File: config.mk
export PLATFORM = sky130hd
export DESIGN_NAME = config_mode_pin_select
export DESIGN_NICKNAME = d
export VERILOG_FILES = /design/src/hdl/config_mode_pkg.sv /design/src/hdl/config_mode_pin_select.sv /design/src/hdl/pin_sync.sv
export SDC_FILE = /design/constraint.sdc
export NUM_CORES = 1
export LEC_CHECK = 0
export CELL_PAD_IN_SITES_DETAIL_PLACEMENT = 1
export CELL_PAD_IN_SITES_GLOBAL_PLACEMENT = 2
export CORE_MARGIN = 2
export CORE_UTILIZATION = 39
export CTS_CLUSTER_DIAMETER = 120
export DETAILED_ROUTE_END_ITERATION = 10
export DONT_BUFFER_PORTS = 1
export PLACE_DENSITY_LB_ADDON = 0.05
export SYNTH_ARGS = -nofsm -noshare
export SYNTH_HDL_FRONTEND = slang
export SYNTH_SLANG_ARGS = --single-unit
File: constraint.sdc
create_clock -name clk -period 2.55 [get_ports clk]
set_input_delay 0.1275 -clock clk [delete_from_list [all_inputs] [get_ports clk]]
set_output_delay 0.1275 -clock clk [all_outputs]
set_load 0.01 [all_outputs]
File: src/hdl/config_mode_pkg.sv
// Constants for the configuration mode decoder and shared pin selection.
// Assumes the configuration engine runs on the same 100 MHz clock.
package config_mode_pkg;

  // ----------------------------------------------------------------
  // Mode pin codes
  // ----------------------------------------------------------------
  localparam logic [2:0] MODE_PINS_NONE = 3'h0;
  localparam logic [2:0] MODE_PINS_FLASH = 3'h1;
  localparam logic [2:0] MODE_PINS_TEST_ONLY = 3'h5;
  localparam logic [2:0] MODE_PINS_PARALLEL = 3'h6;
  localparam logic [2:0] MODE_PINS_SERIAL = 3'h7;

  // ----------------------------------------------------------------
  // Decoded modes and attempt states
  // ----------------------------------------------------------------
  typedef enum logic [4:0] {
    MODE_NONE = 5'h01,
    MODE_TEST_ONLY = 5'h02,
    MODE_FLASH = 5'h04,
    MODE_PARALLEL = 5'h08,
    MODE_SERIAL = 5'h10
  } config_mode_e;

  typedef enum logic [1:0] {
    ATTEMPT_IDLE = 2'h1,
    ATTEMPT_ACTIVE = 2'h2
  } attempt_state_e;

  // ----------------------------------------------------------------
  // Width selection codes
  // ----------------------------------------------------------------
  localparam logic [1:0] FLASH_WIDTH_X1 = 2'h0;
  localparam logic [1:0] FLASH_WIDTH_X2 = 2'h1;
  localparam logic [1:0] FLASH_WIDTH_X4 = 2'h2;
  localparam logic [1:0] FLASH_WIDTH_X8 = 2'h3;
  localparam logic [1:0] PAR_WIDTH_X8 = 2'h0;
  localparam logic [1:0] PAR_WIDTH_X16 = 2'h1;
  localparam logic [1:0] PAR_WIDTH_X32 = 2'h2;

  // ----------------------------------------------------------------
  // Sizes and reset values
  // ----------------------------------------------------------------
  localparam int SYNC_STAGES = 2;
  localparam int UPPER_LANES = 30;
  localparam int SYNC_WIDTH = 39;
  localparam logic [SYNC_WIDTH-1:0] SYNC_RESET = 39'h0;
  localparam logic [31:0] WORD_RESET = 32'h0;
  localparam logic [UPPER_LANES-1:0] UPPER_RESET = 30'h0;

endpackage

File: src/hdl/config_mode_pin_select.sv
// Configuration mode decoder and shared configuration pin selection.
// Assumes the configuration engine on clk starts and ends each attempt.
//
// Function
// - Mode pins 001, 110 and 111 choose master flash, slave parallel and slave serial.
// - Master flash mode drives one, two, four or eight data lanes.
// - Slave parallel mode takes words of 8, 16 or 32 bits.
// - Slave serial mode takes one bit per configuration clock rising edge.
// - The test access path is enabled for every mode pin value but 000.
// - Mode pins 101 enable only the test access path.
// - The configuration clock pin is driven in flash mode and an input in slave modes.
// - Shared pins take their per-mode roles as lanes, selects and chain output.
module config_mode_pin_select (
  input wire logic clk,
  input wire logic reset,
  input wire logic [2:0] mode_pins,
  input wire logic attempt_start,
  input wire logic attempt_end,
  input wire logic [1:0] flash_width,
  input wire logic [1:0] parallel_width,
  input wire logic flash_clock,
  input wire logic flash_select,
  input wire logic [7:0] flash_lane_drive,
  input wire logic [7:0] flash_lane_oe,
  input wire logic chain_out_data,
  input wire logic config_clock_pin,
  output logic config_clock_pin_drive,
  output logic config_clock_pin_oe,
  input wire logic serial_in_lane1_data_in,
  output logic serial_in_lane1_data_in_drive,
  output logic serial_in_lane1_data_in_oe,
  input wire logic serial_out_lane0,
  output logic serial_out_lane0_drive,
  output logic serial_out_lane0_oe,
  input wire logic [29:0] upper_lanes,
  output logic [29:0] upper_lanes_drive,
  output logic [29:0] upper_lanes_oe,
  output logic chain_select_data_out,
  output logic chain_select_data_out_oe,
  output logic flash_select_n,
  output logic flash_select_n_oe,
  output logic second_flash_select_n,
  output logic second_flash_select_n_oe,
  input wire logic external_config_clock_in,
  input wire logic chip_select_n,
  input wire logic read_write_direction_select,
  output config_mode_pkg::config_mode_e mode,
  output logic attempt_active,
  output logic test_access_enable,
  output logic [7:0] flash_lane_data,
  output logic external_clock_level,
  output logic serial_bit,
  output logic serial_bit_valid,
  output logic [31:0] parallel_word,
  output logic parallel_word_valid
);

  logic [config_mode_pkg::SYNC_WIDTH-1:0] synced;
  logic [2:0] mode_sync;
  logic clock_sync, clock_prev, clock_rise, cs_n_sync, rw_sync;
  logic [31:0] data_sync, width_mask;
  config_mode_pkg::attempt_state_e state;
  config_mode_pkg::config_mode_e next_mode;

  // ----------------------------------------------------------------
  // Pin synchronisers
  // ----------------------------------------------------------------
  pin_sync #(
    .WIDTH(config_mode_pkg::SYNC_WIDTH)
  ) u_sync (
    .clk(clk),
    .reset(reset),
    .raw({mode_pins, config_clock_pin, upper_lanes, serial_in_lane1_data_in,
          serial_out_lane0, chip_select_n, read_write_direction_select,
          external_config_clock_in}),
    .synced(synced)
  );

  assign mode_sync = synced[38:36];
  assign clock_sync = synced[35];
  assign data_sync = {synced[34:5], synced[4], synced[3]};
  assign cs_n_sync = synced[2];
  assign rw_sync = synced[1];
  assign external_clock_level = synced[0];
  assign clock_rise = clock_sync && !clock_prev;
  always_ff @(posedge clk) begin
    if (reset) begin
      clock_prev <= 1'b0;
    end else begin
      clock_prev <= clock_sync;
    end
  end

  // ----------------------------------------------------------------
  // Mode decode
  // ----------------------------------------------------------------
  always_comb begin
    unique case (mode_sync)
      config_mode_pkg::MODE_PINS_NONE: next_mode = config_mode_pkg::MODE_NONE;
      config_mode_pkg::MODE_PINS_FLASH: next_mode = config_mode_pkg::MODE_FLASH;
      config_mode_pkg::MODE_PINS_PARALLEL: next_mode = config_mode_pkg::MODE_PARALLEL;
      config_mode_pkg::MODE_PINS_SERIAL: next_mode = config_mode_pkg::MODE_SERIAL;
      default: next_mode = config_mode_pkg::MODE_TEST_ONLY;
    endcase
  end

  // ----------------------------------------------------------------
  // Attempt tracking and mode hold
  // ----------------------------------------------------------------
  always_ff @(posedge clk) begin
    if (reset) begin
      state <= config_mode_pkg::ATTEMPT_IDLE;
      mode <= config_mode_pkg::MODE_NONE;
    end else begin
      unique case (state)
        config_mode_pkg::ATTEMPT_IDLE: begin
          if (attempt_start) begin
            state <= config_mode_pkg::ATTEMPT_ACTIVE;
            mode <= next_mode;
          end
        end
        config_mode_pkg::ATTEMPT_ACTIVE: begin
          if (attempt_end) begin
            state <= config_mode_pkg::ATTEMPT_IDLE;
          end
        end
        default: state <= config_mode_pkg::ATTEMPT_IDLE;
      endcase
    end
  end
  assign attempt_active = (state == config_mode_pkg::ATTEMPT_ACTIVE);

  // Test access has priority; only all zeros disables it
  always_ff @(posedge clk) begin
    if (reset) begin
      test_access_enable <= 1'b0;
    end else begin
      test_access_enable <= (mode != config_mode_pkg::MODE_NONE);
    end
  end

  // ----------------------------------------------------------------
  // Pin roles per mode
  // ----------------------------------------------------------------
  always_ff @(posedge clk) begin
    if (reset) begin
      config_clock_pin_drive <= 1'b0;
      config_clock_pin_oe <= 1'b0;
      serial_out_lane0_drive <= 1'b0;
      serial_out_lane0_oe <= 1'b0;
      serial_in_lane1_data_in_drive <= 1'b0;
      serial_in_lane1_data_in_oe <= 1'b0;
      upper_lanes_drive <= config_mode_pkg::UPPER_RESET;
      upper_lanes_oe <= config_mode_pkg::UPPER_RESET;
      chain_select_data_out <= 1'b0;
      chain_select_data_out_oe <= 1'b0;
      flash_select_n <= 1'b1;
      flash_select_n_oe <= 1'b0;
      second_flash_select_n <= 1'b1;
      second_flash_select_n_oe <= 1'b0;
    end else begin
      config_clock_pin_drive <= flash_clock;
      config_clock_pin_oe <= (mode == config_mode_pkg::MODE_FLASH);
      serial_out_lane0_drive <= flash_lane_drive[0];
      serial_in_lane1_data_in_drive <= flash_lane_drive[1];
      upper_lanes_drive <= {24'h0, flash_lane_drive[7:2]};
      chain_select_data_out <= chain_out_data;
      flash_select_n <= !flash_select;
      second_flash_select_n <= !flash_select;
      serial_out_lane0_oe <= 1'b0;
      serial_in_lane1_data_in_oe <= 1'b0;
      upper_lanes_oe <= config_mode_pkg::UPPER_RESET;
      chain_select_data_out_oe <= 1'b0;
      flash_select_n_oe <= 1'b0;
      second_flash_select_n_oe <= 1'b0;
      if (mode == config_mode_pkg::MODE_FLASH) begin
        flash_select_n_oe <= 1'b1;
        if (flash_width == config_mode_pkg::FLASH_WIDTH_X1) begin
          serial_out_lane0_oe <= 1'b1;
          chain_select_data_out_oe <= 1'b1;
        end else begin
          serial_out_lane0_oe <= flash_lane_oe[0];
          serial_in_lane1_data_in_oe <= flash_lane_oe[1];
        end
        if (flash_width == config_mode_pkg::FLASH_WIDTH_X4 ||
            flash_width == config_mode_pkg::FLASH_WIDTH_X8) begin
          upper_lanes_oe[1:0] <= flash_lane_oe[3:2];
        end
        if (flash_width == config_mode_pkg::FLASH_WIDTH_X8) begin
          upper_lanes_oe[5:2] <= flash_lane_oe[7:4];
          second_flash_select_n_oe <= 1'b1;
        end
      end
      if (mode == config_mode_pkg::MODE_SERIAL || mode == config_mode_pkg::MODE_PARALLEL) begin
        chain_select_data_out_oe <= 1'b1;
      end
    end
  end

  // Flash read lanes, masked to the active width
  always_ff @(posedge clk) begin
    if (reset) begin
      flash_lane_data <= 8'h0;
    end else if (flash_width == config_mode_pkg::FLASH_WIDTH_X1) begin
      flash_lane_data <= {7'h0, data_sync[1]};
    end else if (flash_width == config_mode_pkg::FLASH_WIDTH_X2) begin
      flash_lane_data <= {6'h0, data_sync[1:0]};
    end else if (flash_width == config_mode_pkg::FLASH_WIDTH_X4) begin
      flash_lane_data <= {4'h0, data_sync[3:0]};
    end else begin
      flash_lane_data <= data_sync[7:0];
    end
  end

  // ----------------------------------------------------------------
  // Slave serial capture
  // ----------------------------------------------------------------
  always_ff @(posedge clk) begin
    if (reset) begin
      serial_bit <= 1'b0;
      serial_bit_valid <= 1'b0;
    end else begin
      serial_bit_valid <= clock_rise && attempt_active &&
                          (mode == config_mode_pkg::MODE_SERIAL);
      if (clock_rise) begin
        serial_bit <= data_sync[1];
      end
    end
  end

  // ----------------------------------------------------------------
  // Slave parallel capture
  // ----------------------------------------------------------------
  always_comb begin
    unique case (parallel_width)
      config_mode_pkg::PAR_WIDTH_X16: width_mask = 32'h0000ffff;
      config_mode_pkg::PAR_WIDTH_X32: width_mask = 32'hffffffff;
      default: width_mask = 32'h000000ff;
    endcase
  end

  always_ff @(posedge clk) begin
    if (reset) begin
      parallel_word <= config_mode_pkg::WORD_RESET;
      parallel_word_valid <= 1'b0;
    end else begin
      parallel_word_valid <= clock_rise && attempt_active && !cs_n_sync && !rw_sync &&
                             (mode == config_mode_pkg::MODE_PARALLEL);
      if (clock_rise) begin
        parallel_word <= data_sync & width_mask;
      end
    end
  end

  // ----------------------------------------------------------------
  // Assertions
  // ----------------------------------------------------------------
  mode_decode_a: assert property (@(posedge clk) disable iff (reset)
    (state == config_mode_pkg::ATTEMPT_IDLE) && attempt_start &&
    (mode_sync == config_mode_pkg::MODE_PINS_SERIAL) |=> (mode == config_mode_pkg::MODE_SERIAL))
    else $error("serial mode code not decoded");
  mode_hold_a: assert property (@(posedge clk) disable iff (reset)
    attempt_active && !attempt_end |=> $stable(mode))
    else $error("mode changed inside an attempt");
  clock_dir_a: assert property (@(posedge clk) disable iff (reset)
    config_clock_pin_oe |-> ($past(mode) == config_mode_pkg::MODE_FLASH))
    else $error("clock pin driven outside flash mode");
  test_enable_a: assert property (@(posedge clk) disable iff (reset)
    ##1 (test_access_enable == ($past(mode) != config_mode_pkg::MODE_NONE)))
    else $error("test access enable wrong");
  test_only_a: assert property (@(posedge clk) disable iff (reset)
    (mode == config_mode_pkg::MODE_TEST_ONLY) [*2] |-> !config_clock_pin_oe &&
    !flash_select_n_oe && !chain_select_data_out_oe && !serial_bit_valid)
    else $error("interface enabled in test only mode");
  serial_bit_a: assert property (@(posedge clk) disable iff (reset)
    serial_bit_valid |-> $past(clock_rise) && (serial_bit == $past(data_sync[1])))
    else $error("serial bit not tied to clock edge");
  par_width_a: assert property (@(posedge clk) disable iff (reset)
    parallel_word_valid && $past(parallel_width == config_mode_pkg::PAR_WIDTH_X8) |->
    (parallel_word[31:8] == 24'h0))
    else $error("parallel word wider than eight bits");
  flash_lane_a: assert property (@(posedge clk) disable iff (reset)
    $past(flash_width == config_mode_pkg::FLASH_WIDTH_X2) |-> (upper_lanes_oe == 30'h0))
    else $error("upper lanes driven at two bit width");
  par_pins_a: assert property (@(posedge clk) disable iff (reset)
    (mode == config_mode_pkg::MODE_PARALLEL) |=> !serial_out_lane0_oe &&
    (upper_lanes_oe == 30'h0) && chain_select_data_out_oe)
    else $error("pin roles wrong in parallel mode");

  flash_start_c: cover property (@(posedge clk) disable iff (reset)
    attempt_active && (mode == config_mode_pkg::MODE_FLASH) && config_clock_pin_oe);
  serial_bit_c: cover property (@(posedge clk) disable iff (reset) serial_bit_valid);
  par_word_c: cover property (@(posedge clk) disable iff (reset)
    parallel_word_valid && (parallel_width == config_mode_pkg::PAR_WIDTH_X32));
  test_only_c: cover property (@(posedge clk) disable iff (reset)
    attempt_active && (mode == config_mode_pkg::MODE_TEST_ONLY));

endmodule

File: src/hdl/pin_sync.sv
// Two flip-flop synchroniser for a bundle of pin levels.
// Assumes each bit is a level that is held for several clocks.
module pin_sync #(
  parameter int WIDTH = 1
) (
  input wire logic clk,
  input wire logic reset,
  input wire logic [WIDTH-1:0] raw,
  output logic [WIDTH-1:0] synced
);

  logic [WIDTH-1:0] first_stage;

  // ----------------------------------------------------------------
  // Two stages, first read only by the second
  // ----------------------------------------------------------------
  always_ff @(posedge clk) begin
    if (reset) begin
      first_stage <= '0;
      synced <= '0;
    end else begin
      first_stage <= raw;
      synced <= first_stage;
    end
  end

endmodule

==> metrics <==
ANT cells=0; Fin Setup TNS=0 ns; Initial Utilization=0.397; PD cells=836 nW/um2; Max-Cap Viols=0; Total GRT Usage=0.148; Synthesis Warnings=0; critical path class=flip-flop to flip-flop; Clock Skew=0.00559 ns; clk sinks=151; Worst-Margin Slew=0.671 ns; post-synth top area share=0.606; Max stage delay on crit path=0.58 ns; Primary FF master, synth=dfxtp_1; data required time of the worst path=2.91 ns; CTS tree=yes; commonest non-fill, non-tap cell in the layout=dfxtp_1; global-route wire length before repair=15,200 um; clock latency on the worst-skew pair=0.41 ns; Synth Register Bits=151; initial antenna violation count=0; Die Wd=117 um; Netlist Area Pre-Place=4990 um2; RSZ-0062 raised after global routing=no; clock root buffer master=clkbuf_16; WP data arrival=2.20 ns; Tmin final=1.84 ns; initial DRC count=111; number of buffers created by CTS=17; leakage power figure=2.42 nW; die area=13,700 um2; cell chain of the critical path=nor4_1 > nand2_1 > nor4b_1 > dlygate4sd3_1; core area=12,600 um2; gpl congestion=0.771; CP Launch Type=flip-flop; Final nets=605; Area after DPL=4910 um2; top post-synthesis cells by area=dfxtp_1 (61%), nor2b_1 (12%), buf_4 (7.7%), a21oi_1 (3.6%), nand2_1 (3.3%); routed wire length=9840 um; Final ANT Viol Nets=0; fin crit share=0.722; grt total ovfl=0; Setup Viol. Count Final=0; most frequent cells in the layout=dfxtp_1 (151), nor2b_1 (91), dlygate4sd3_1 (62); Routed wire per std cell=13.7 um; Buffers on Ports=0; Yosys top cell by area=dfxtp_1; vias=3,103; H-tree Lvls=4; Fin Hold WS=0.0415 ns; worst vdd ir=0.434 mV; ratio of cells with drive above 1 in the final layout=0.0731; Post-DP HPWL=5940 um; worst slack, placed=0.858 ns; status=finished, final reports clean; post-cts sizing count=0; Max Slew Vio Count=0; Clock transition at path regs=0.06 ns; vias per cell=4.32; residual DRC count=0; Vert. Die Dim=117 um; number of synthesized flops with an enable pin=0; final worst setup slack=0.710 ns; CP max-delay cell=dlygate4sd3_1; area growth from synthesis to layout=22.7%; Max FO, Critical Path=7; Final Hold Fails=0; synth unique cells=37; post-synthesis average cell area=10.4 um2; Slew headroom=0.553; Post-Synthesis Cells=482; FFs w/ async S/R, synth=0; first-pass detailed-route iteration total=4; Fillers=1,369; Crit path max-delay family=simple AND/OR/NAND/NOR gates; CP Capture Type=flip-flop; post-route cell area=6130 um2; fmax=0.543 GHz; sequential fraction of the synthesis area=0.606; vias in the first global route=3,126; Max clock buf depth=2; # IOs=189; Buf+Inv Stages, Crit Path=1; largest net degree at the start of global routing=134; num rows=41; hold crit path type=primary input to flip-flop
[state kept, by name (all words and copies together), names as in the netlist]
register / flops
u_sync.first_stage: 39
u_sync.synced: 39
parallel_word: 32
flash_lane_data: 8
upper_lanes_drive: 6
upper_lanes_oe: 6
mode: 5
state: 2
chain_select_data_out: 1
chain_select_data_out_oe: 1
clock_prev: 1
config_clock_pin_drive: 1
config_clock_pin_oe: 1
parallel_word_valid: 1
second_flash_select_n: 1
second_flash_select_n_oe: 1
serial_bit_valid: 1
serial_in_lane1_data_in_drive: 1
serial_in_lane1_data_in_oe: 1
serial_out_lane0_drive: 1
serial_out_lane0_oe: 1
test_access_enable: 1
[where the power goes]
| group | internal [mW] | leakage, nW | switching [mW] |
|---|---|---|---|
| logic | 0.128 | 0.895 | 0.132 |
| registers | 2.44 | 1.24 | 0.0415 |
| clock network | 1.48 | 0.283 | 0.901 |
[timing repair]
item | CTS | global route
hold buffers | 63 | 0
buffers inserted | 0 | 0
endpoints found under the hold margin | 147 | 0
[worst reg2reg max path, cell delays in order, from the launching register on]
cell	delay, ns
dfxtp_1	0.41
nor4_1	0.40
nand2_1	0.13
nor4b_1	0.28
dlygate4sd3_1	0.58
[through the flow]
step | util | std cells | total power, mW
5_1_grt | 0.487 | 719 | 5.34
3_5_place_dp | 0.391 | 624 | 2.68
6_report | 0.487 | 719 | 5.12
3_3_place_gp | 0.391 | 624 | 2.68
2_1_floorplan | - | 529 | 2.73
4_1_cts | 0.487 | 719 | 5.19
[synthesized netlist by cell type, types with 2 or more instances]
cell	number
a21oi_1	36
and2_1	7
and3_1	6
and3b_1	2
buf_4	51
clkbuf_1	26
dfxtp_1	151
ha_1	5
inv_1	4
nand2_1	44
nand2b_1	3
nand3_1	17
nand3b_1	9
nor2_1	3
nor2b_1	92
nor3_1	2
nor4_1	3
xnor2_1	2
[final cells by class]
| class | instances | area [um2] | area share |
|---|---|---|---|
| Tap cell | 172 | 215 | 0.0351 |
| Inverter | 4 | 15.0 | 0.00245 |
| Clock buffer | 22 | 464 | 0.0758 |
| Clock inverter | 10 | 103 | 0.0167 |
| Multi-Input combinational cell | 295 | 1640 | 0.268 |
| Timing Repair Buffer | 65 | 663 | 0.108 |
| Sequential cell | 151 | 3020 | 0.493 |
[cell families (layout without fill, tap and decap cells)]
family | Yosys count | in the layout | share of synthesized area
and+or+nand+nor | 197 | 197 | 0.228
xor gates and xnor gates | 2 | 2 | 0.00351
AOI/OAI and AO/OA | 42 | 42 | 0.0464
other | 1 | 48 | 0.000751
adders and majority gates | 5 | 5 | 0.0125
buffers and inverters | 83 | 101 | 0.101
muxes | 1 | 1 | 0.00201
DFF | 151 | 151 | 0.606
[per-layer routing]
| layer | up-vias | GRT usage | part of all wire |
|---|---|---|---|
| met2 | 120 | 0.245 | 0.49 |
| met5 | - | 0 | 0 |
| met3 | 10 | 0.0716 | 0.088 |
| met1 | 1430 | 0.161 | 0.41 |
| li1 | 1543 | - | - |
| met4 | 0 | 0.0651 | 0.014 |
[worst paths after layout]
kind	from	endpoint	slack, ns	cells after the start
max	mode[4]	serial_in_lane1_data_in_oe	0.71	4
min	attempt_start	mode[0]	0.04	2
max reg2reg	mode[4]	serial_in_lane1_data_in_oe	0.71	4
min reg2reg	u_sync.synced[2]	parallel_word_valid	0.41	1
No activity file was read; power rests on OpenSTA's default activity.
